**src/hdl/ebp_params.svh**
```systemverilog
// Constants for the external bus pin-sharing block
`ifndef EBP_PARAMS_SVH
`define EBP_PARAMS_SVH

// =====================================================================
// Widths
`define EBP_ADDR_W 26
`define EBP_DATA_W 32
`define EBP_LANES 4
`define EBP_NCS 6
`define EBP_DRAM_ADDR_W 13
`define EBP_BANK_W 2

// =====================================================================
// Shared address pin positions
`define EBP_DRAM_LO_PIN 2
`define EBP_DRAM_LO_W 10
`define EBP_DRAM_A10 10
`define EBP_DRAM_HI_PIN 13
`define EBP_DRAM_HI_SRC 11
`define EBP_DRAM_HI_W 2

// =====================================================================
// Reset values of the pins
`define EBP_RST_ADDR 26'h000_0000
`define EBP_RST_DATA 32'h0000_0000
`define EBP_RST_NCS 6'h3F
`define EBP_RST_LANES 4'hF
`define EBP_RST_BANK 2'h0

`endif

```
**src/hdl/ebp_pkg.sv**
```systemverilog
// Types of the external bus pin-sharing block
`include "ebp_params.svh"

package ebp_pkg;

   // =====================================================================
   // Static device organisation on the shared bus
   typedef enum logic [2:0] {
      EBP_W8,
      EBP_W2X8,
      EBP_W16,
      EBP_W4X8,
      EBP_W2X16,
      EBP_W32
   } ebp_width_t;

   // Static controller request, active high
   typedef struct packed {
      logic [`EBP_ADDR_W-1:0] addr;
      logic [`EBP_NCS-1:0] cs;
      logic rd;
      logic wr;
      logic [`EBP_LANES-1:0] lanes;
      logic nand_acc;
      logic drive;
      logic [`EBP_DATA_W-1:0] wdata;
   } ebp_smc_t;

   // DRAM controller request, active high
   typedef struct packed {
      logic [`EBP_DRAM_ADDR_W-1:0] addr;
      logic [`EBP_BANK_W-1:0] bank;
      logic cs;
      logic ras;
      logic cas;
      logic we;
      logic cke;
      logic [`EBP_LANES-1:0] dqm;
      logic drive;
      logic [`EBP_DATA_W-1:0] wdata;
   } ebp_dram_t;

   // External pins, strobes active low
   typedef struct packed {
      logic [`EBP_ADDR_W-1:0] addr;
      logic dram_addr_bit10;
      logic [`EBP_NCS-1:0] static_chip_sel_n;
      logic dram_chip_sel_n;
      logic rd_n;
      logic wr0_n;
      logic wr1_n;
      logic wr3_n;
      logic nand_chip_sel_n;
      logic nand_read_en_n;
      logic nand_write_en_n;
      logic ras_n;
      logic cas_n;
      logic dram_we_n;
      logic [`EBP_BANK_W-1:0] bank;
      logic cke;
      logic [`EBP_LANES-1:0] dqm;
   } ebp_pins_t;

endpackage : ebp_pkg

```
**src/hdl/ebp_lane_strobe.sv**
```systemverilog
// Byte-lane strobe coding for the static device organisations
`timescale 1ns/100ps
`include "ebp_params.svh"

module ebp_lane_strobe
(
   input wire ebp_pkg::ebp_width_t mode_i,
   input wire logic active_i,
   input wire logic wr_i,
   input wire logic [1:0] addr_lo_i,
   input wire logic [`EBP_LANES-1:0] lanes_i,
   output logic a0_o,
   output logic a1_o,
   output logic wr0_n_o,
   output logic wr1_n_o,
   output logic wr3_n_o
);

   logic [`EBP_LANES-1:0] wr_lane;
   logic [`EBP_LANES-1:0] sel_lane;

   // Lane strobes exist only inside an access
   assign wr_lane = (active_i && wr_i) ? lanes_i : 4'h0;
   assign sel_lane = active_i ? lanes_i : 4'h0;

   always_comb
   begin
      a0_o = addr_lo_i[0];
      a1_o = addr_lo_i[1];
      wr0_n_o = ~(active_i && wr_i);
      wr1_n_o = 1'b1;
      wr3_n_o = 1'b1;
      case (mode_i)
         ebp_pkg::EBP_W8:
         begin
            wr0_n_o = ~(active_i && wr_i);
         end
         ebp_pkg::EBP_W2X8:
         begin
            wr0_n_o = ~wr_lane[0];
            wr1_n_o = ~wr_lane[1];
         end
         ebp_pkg::EBP_W16:
         begin
            a0_o = ~sel_lane[0];
            wr1_n_o = ~sel_lane[1];
         end
         ebp_pkg::EBP_W4X8:
         begin
            wr0_n_o = ~wr_lane[0];
            wr1_n_o = ~wr_lane[1];
            a1_o = ~wr_lane[2];
            wr3_n_o = ~wr_lane[3];
         end
         ebp_pkg::EBP_W2X16, ebp_pkg::EBP_W32:
         begin
            // Same pins whether two halves or one wide device
            a0_o = ~sel_lane[0];
            wr1_n_o = ~sel_lane[1];
            a1_o = ~sel_lane[2];
            wr3_n_o = ~sel_lane[3];
         end
         default:
         begin
            wr0_n_o = 1'b1;
         end
      endcase
   end

endmodule : ebp_lane_strobe

```
**src/hdl/ebp_pin_share.sv**
```systemverilog
// Shared external pins between static and synchronous DRAM controllers
//
// Functional notes
// - Each shared pin except address pins 0, 1 and 12 follows whichever controller owns the bus, some through selection logic.
// - With two byte-wide write-strobed devices, strobe 1 falls only for upper and 0 for lower.
// - With four byte-wide devices, write strobe x falls only when lane x is written.
// - In byte-select mode, selects 0 and 1 enable the two bytes of the lower half-word.
// - In byte-select mode, selects 2 and 3 enable the two bytes of the upper half-word.
// - A single 32-bit device gets four lane enables, each enabling only its own byte.
// - A dedicated active-low DRAM chip select falls only for DRAM accesses.
// - An active-low NAND chip select falls only while a NAND access is running.
// - NAND read and write enables are their own active-low pins, apart from static strobes.
// - DRAM address bit 10 leaves on its own pin, not on the static address bus.
`timescale 1ns/100ps
`include "ebp_params.svh"

module ebp_pin_share
(
   input wire logic clk_i,
   input wire logic rst_i,
   input wire logic dram_owns_i,
   input wire ebp_pkg::ebp_width_t width_mode_i,
   input wire ebp_pkg::ebp_smc_t smc_i,
   input wire ebp_pkg::ebp_dram_t dram_i,
   input wire logic ext_wait_n_i,
   input wire logic [`EBP_DATA_W-1:0] data_i,
   output ebp_pkg::ebp_pins_t pins_o,
   output logic [`EBP_DATA_W-1:0] data_o,
   output logic data_oe_n_o,
   output logic [`EBP_DATA_W-1:0] rdata_o,
   output logic ext_wait_o
);

   // =====================================================================
   // Next pin values
   ebp_pkg::ebp_pins_t pins_r;
   ebp_pkg::ebp_pins_t pins_nxt;
   logic [`EBP_DATA_W-1:0] data_r;
   logic data_oe_n_r;
   logic [`EBP_DATA_W-1:0] rdata_r;
   logic wait_r;
   logic smc_active;
   logic nand_active;
   logic lane_a0;
   logic lane_a1;
   logic lane_wr0_n;
   logic lane_wr1_n;
   logic lane_wr3_n;

   // The NAND access is a static access on its own strobes
   assign nand_active = !dram_owns_i && smc_i.nand_acc;
   assign smc_active = !dram_owns_i && (|smc_i.cs) && !smc_i.nand_acc;

   ebp_lane_strobe u_lane
   (
      .mode_i(width_mode_i),
      .active_i(smc_active),
      .wr_i(smc_i.wr),
      .addr_lo_i(smc_i.addr[1:0]),
      .lanes_i(smc_i.lanes),
      .a0_o(lane_a0),
      .a1_o(lane_a1),
      .wr0_n_o(lane_wr0_n),
      .wr1_n_o(lane_wr1_n),
      .wr3_n_o(lane_wr3_n)
   );

   always_comb
   begin
      pins_nxt = pins_r;
      pins_nxt.addr = smc_i.addr;
      pins_nxt.addr[0] = lane_a0;
      pins_nxt.addr[1] = lane_a1;
      pins_nxt.static_chip_sel_n = dram_owns_i ? `EBP_RST_NCS : ~smc_i.cs;
      pins_nxt.rd_n = ~(smc_active && smc_i.rd);
      pins_nxt.wr0_n = lane_wr0_n;
      pins_nxt.wr1_n = lane_wr1_n;
      pins_nxt.wr3_n = lane_wr3_n;
      pins_nxt.nand_chip_sel_n = ~nand_active;
      pins_nxt.nand_read_en_n = ~(nand_active && smc_i.rd);
      pins_nxt.nand_write_en_n = ~(nand_active && smc_i.wr);
      pins_nxt.dram_chip_sel_n = ~(dram_owns_i && dram_i.cs);
      pins_nxt.dram_addr_bit10 = dram_i.addr[`EBP_DRAM_A10];
      pins_nxt.ras_n = ~(dram_owns_i && dram_i.ras);
      pins_nxt.cas_n = ~(dram_owns_i && dram_i.cas);
      pins_nxt.dram_we_n = ~(dram_owns_i && dram_i.we);
      pins_nxt.bank = dram_i.bank;
      pins_nxt.cke = dram_i.cke;
      pins_nxt.dqm = dram_i.dqm;
      if (dram_owns_i)
      begin
         // Bit 10 and pin 12 are skipped on the shared address bus
         pins_nxt.addr[`EBP_DRAM_LO_PIN +: `EBP_DRAM_LO_W] =
            dram_i.addr[0 +: `EBP_DRAM_LO_W];
         pins_nxt.addr[`EBP_DRAM_HI_PIN +: `EBP_DRAM_HI_W] =
            dram_i.addr[`EBP_DRAM_HI_SRC +: `EBP_DRAM_HI_W];
         pins_nxt.wr1_n = dram_i.dqm[1];
         pins_nxt.wr0_n = 1'b1;
         pins_nxt.wr3_n = 1'b1;
      end
   end

   // =====================================================================
   // Pin registers
   always_ff @(posedge clk_i)
   begin
      if (rst_i)
      begin
         pins_r.addr <= `EBP_RST_ADDR;
         pins_r.dram_addr_bit10 <= 1'b0;
         pins_r.static_chip_sel_n <= `EBP_RST_NCS;
         pins_r.dram_chip_sel_n <= 1'b1;
         pins_r.rd_n <= 1'b1;
         pins_r.wr0_n <= 1'b1;
         pins_r.wr1_n <= 1'b1;
         pins_r.wr3_n <= 1'b1;
         pins_r.nand_chip_sel_n <= 1'b1;
         pins_r.nand_read_en_n <= 1'b1;
         pins_r.nand_write_en_n <= 1'b1;
         pins_r.ras_n <= 1'b1;
         pins_r.cas_n <= 1'b1;
         pins_r.dram_we_n <= 1'b1;
         pins_r.bank <= `EBP_RST_BANK;
         pins_r.cke <= 1'b0;
         pins_r.dqm <= `EBP_RST_LANES;
      end
      else
      begin
         pins_r <= pins_nxt;
      end
   end

   // Data bus goes to whichever controller owns it
   always_ff @(posedge clk_i)
   begin
      if (rst_i)
      begin
         data_r <= `EBP_RST_DATA;
         data_oe_n_r <= 1'b1;
      end
      else
      begin
         data_r <= dram_owns_i ? dram_i.wdata : smc_i.wdata;
         data_oe_n_r <= dram_owns_i ? !dram_i.drive : !smc_i.drive;
      end
   end

   // Read data and wait level, sampled once
   always_ff @(posedge clk_i)
   begin
      if (rst_i)
      begin
         rdata_r <= `EBP_RST_DATA;
         wait_r <= 1'b0;
      end
      else
      begin
         rdata_r <= data_i;
         wait_r <= !ext_wait_n_i && !dram_owns_i;
      end
   end

   assign pins_o = pins_r;
   assign data_o = data_r;
   assign data_oe_n_o = data_oe_n_r;
   assign rdata_o = rdata_r;
   assign ext_wait_o = wait_r;
endmodule : ebp_pin_share

```
**config.mk**
```make
export PLATFORM = sky130hd
export DESIGN_NAME = ebp_pin_share
export DESIGN_NICKNAME = d
export VERILOG_FILES = /design/src/hdl/ebp_pkg.sv /design/src/hdl/ebp_lane_strobe.sv /design/src/hdl/ebp_pin_share.sv
export VERILOG_INCLUDE_DIRS = /design/src /design/src/hdl
export SDC_FILE = /design/constraint.sdc
export NUM_CORES = 1
export LEC_CHECK = 0
export ABC_AREA = 1
export BUFFER_PORTS_ARGS = -buffer_cell sky130_fd_sc_hd__buf_2
export CAP_MARGIN = 20
export CELL_PAD_IN_SITES_DETAIL_PLACEMENT = 0
export CELL_PAD_IN_SITES_GLOBAL_PLACEMENT = 2
export CORE_ASPECT_RATIO = 1.25
export CORE_MARGIN = 2
export CORE_UTILIZATION = 22
export CTS_CLUSTER_DIAMETER = 150
export DETAILED_ROUTE_END_ITERATION = 12
export PLACE_DENSITY_LB_ADDON = 0.1
export SYNTH_ARGS = -nofsm -noshare
export SYNTH_HDL_FRONTEND = slang
export SYNTH_SLANG_ARGS = --single-unit
```
**constraint.sdc**
```tcl
create_clock -name clk_i -period 2.2 [get_ports clk_i]
set_clock_uncertainty 0.2 [all_clocks]
set_input_delay 0.22 -clock clk_i [delete_from_list [all_inputs] [get_ports clk_i]]
set_output_delay 0.22 -clock clk_i [all_outputs]
set_load 0.05 [all_outputs]
```
==> flow_summary_export.csv <==
group,metric,value,unit
die,floorplan.core_area,15600,um^2
detailed_routing,count_of_antenna_violating_nets_left_after_detailed_routing,0,
cells_and_area,fillers,1518,
setup_path,worst_ep_arrival_time,2220,ps
synth,synthesis.nets,513,
die,fp-row-count,51,
cts,tritoncts,"done",
setup_path,crit_type,"input pin to flop",
die,fp.dieW,117,um
cells_and_area,layout_commonest_cell,"sky130_fd_sc_hd__buf_2",
setup_path,worstSetupStartpoint,"rst_i",
setup_path,worst_ep_required_time,2340,ps
die,design.die.area,17100,um^2
cts,cts_repair_resize_count,0,
cts,clock_tree.buffer_depth,2,
die,initial_utilization,22.6,%
sta,timing.final.crit_share,94.5,%
job,maxCapViolCount,0,
sta,timing.final.crit_period,2080,ps
cts,cts_max_level,4,
cells_and_area,antenna-diode-count,0,
cells_and_area,area_delta_synth_final,111,%
die,ios,285,
detailed_routing,first_iter_violations,105,
synth,post_synth_num_cell_types,20,
detailed_routing,route.detailed.drc,0,
global_routing,grt_remaining_overflow,0,
place,numPlacedInstances,828,
die,chipHeight,146,um
cts,cts.sink_count,117,
cells_and_area,layout-drive-gt1-share,39.7,%
sta,slew_viol_final,0,
cells_and_area,mostFrequentLayoutCells,"sky130_fd_sc_hd__buf_2 (284), sky130_fd_sc_hd__dlygate4sd3_1 (171), sky130_fd_sc_hd__dfxtp_1 (117)",
setup_path,worstSetupStartpointType,"input pin",
place,buffer_ports.inserted,284,
global_routing,grt_max_degree,57,
cells_and_area,instances_no_fill,1030,
detailed_routing,vias_per_cell,3.90,
synth,syn_area_per_cell,10.2,um^2
sta,finalSetupTns,0,ps
global_routing,grt_pass1_vias,4351,
detailed_routing,top_layer_used,"met4",
detailed_routing,totalWireLength,13.7,mm
detailed_routing,wl_met3,1.30,mm
synth,netlist_area,3530,um^2
pwr,worst_ir_drop_vdd,375,uV
detailed_routing,wl_per_cell,13.3,um
synth,ys_warn_count,0,
cts,clock-root-buffer,"sky130_fd_sc_hd__clkbuf_16",
detailed_routing,via_count,4017,
setup_path,worst-path-max-fanout,22,
sta,max-slew-margin-rel,63.1,%
global_routing,grt_pass1_wl,20.6,mm
setup_path,end_kind,"flop",
sta,unrepaired_setup_endpoints_after_global_routing,"no",
synth,postSynthCellCount,345,
hold_path,timing.hold.worst.class,"input pin to flop",
detailed_routing,dr_wl_met2,7.22,mm
sta,finalHoldViolCount,0,
pwr,p_leak,3.92,nW
global_routing,grt_use_total,15.9,%
global_routing,antenna_found_initial,0,
cts,cts-buffers-inserted,17,
synth,share_of_the_yosys_chip_area_belonging_to_registers,66.4,%
cells_and_area,finish.net_count,974,
outcome,status,"finished, final reports clean",
synth,synth.ff_latch_count,117,
sta,worstMarginPinSlew,553,ps
sta,timing.fmax,0.481,GHz
place,hpwlAfterDp,9.45,mm
sta,setup_viol,0,
detailed_routing,met1_length,4.72,mm
pwr,cell_area_power_density,827,nW/um^2
detailed_routing,drt_first_pass_iters,4,
setup_path,worst_setup_path_end,"data_o[25]$_SDFF_PP0_",
cts,clkSlewWorstSetupHoldPaths,50,ps
place,gp_congestion,0.727,
==> state kept, by name (all words and copies together), names as in the netlist <==
register / flops
data_oe_n_o: 1
pins_o: 51
rdata_o: 32
ext_wait_o: 1
data_o: 32
==> cell families (layout without fill, tap and decap cells) <==
kind of cell | Yosys count | in the layout | share of synthesized area (%)
and+or+nand+nor | 97 | 97 | 11.3
buffers and inverters | 78 | 551 | 9.93
DFF | 117 | 117 | 66.4
AOI/OAI and AO/OA | 53 | 53 | 12.4
==> critical path, stage by stage <==
cell	delay (ps)
sky130_fd_sc_hd__dlygate4sd3_1	540
sky130_fd_sc_hd__buf_2	150
sky130_fd_sc_hd__inv_1	70
sky130_fd_sc_hd__nand2_1	80
sky130_fd_sc_hd__inv_2	130
sky130_fd_sc_hd__buf_4	300
sky130_fd_sc_hd__a22o_1	180
sky130_fd_sc_hd__dlygate4sd3_1	550
==> synthesized netlist by cell type <==
library cell                number  area, um^2
sky130_fd_sc_hd__a21oi_1         4        20.0
sky130_fd_sc_hd__a22o_1         44         385
sky130_fd_sc_hd__a22oi_1         1        7.51
sky130_fd_sc_hd__buf_2           4        20.0
sky130_fd_sc_hd__buf_4           2        15.0
sky130_fd_sc_hd__buf_6           6        67.6
sky130_fd_sc_hd__clkbuf_1        5        18.8
sky130_fd_sc_hd__dfxtp_1       117        2340
sky130_fd_sc_hd__inv_1          60         225
sky130_fd_sc_hd__inv_2           1        3.75
sky130_fd_sc_hd__nand2_1        23        86.3
sky130_fd_sc_hd__nand3_1         7        35.0
sky130_fd_sc_hd__nand4_1         3        18.8
sky130_fd_sc_hd__nor2_1         58         218
sky130_fd_sc_hd__nor2_2          1        6.26
sky130_fd_sc_hd__nor2_4          1        11.3
sky130_fd_sc_hd__o2111ai_1       1        8.76
sky130_fd_sc_hd__o21ai_0         2        10.0
sky130_fd_sc_hd__o21ai_1         1        5.00
sky130_fd_sc_hd__or2_2           4        25.0
==> metrics by stage <==
step           total power [mW]  util [%]  hold slack (ps)  instance area, um^2  setup slack, ps
2_1_floorplan              2.92         -             88.9                 3530             1060
3_3_place_gp               3.23      32.9              181                 5140              791
3_5_place_dp               3.23      32.9              187                 5140              772
4_1_cts                    6.24      47.6             29.9                 7430              105
5_1_grt                    6.41      47.6             58.7                 7430             9.88
6_report                   6.15      47.6             38.7                 7430              121
==> power breakdown <==
part	internal, mW	total [mW]	switching (mW)
registers	2.24	2.27	0.0275
clock network	1.77	2.71	0.937
logic	0.476	1.17	0.692
==> metal layers <==
metal,GRT usage (%),up-vias
li1,-,2008
met1,14.1,1789
met2,30.5,193
met3,5.46,27
met4,8.35,0
met5,0,-
==> how the worst min path moves through the flow <==
stage	start	slack, ps	cells past startpoint	endpoint
finish	dram_owns_i	40	4	pins_o[14]$_SDFF_PP1_
global route	dram_owns_i	60	4	pins_o[14]$_SDFF_PP1_
CTS	dram_owns_i	30	4	pins_o[14]$_SDFF_PP1_
detailed placement	ext_wait_n_i	190	2	ext_wait_o$_SDFF_PP0_
global placement	ext_wait_n_i	180	2	ext_wait_o$_SDFF_PP0_
floorplan	dram_i[41]	90	1	pins_o[17]$_SDFF_PP1_
==> final cells by class <==
cell class | instances | area, um^2 | area share (%)
clock buffers | 22 | 484 | 6.51
clock inverters | 9 | 101 | 1.36
inverters | 61 | 229 | 3.08
multi-input cells | 150 | 837 | 11.3
flip-flops and latches | 117 | 2340 | 31.5
well taps | 212 | 265 | 3.57
repair buffers | 459 | 3180 | 42.7
==> what timing repair did <==
action	CTS	global route
hold endpoints to repair	117	0
hold buffers	171	0
buffers inserted	0	0
Note: power is estimated with default switching activity, not from simulation.
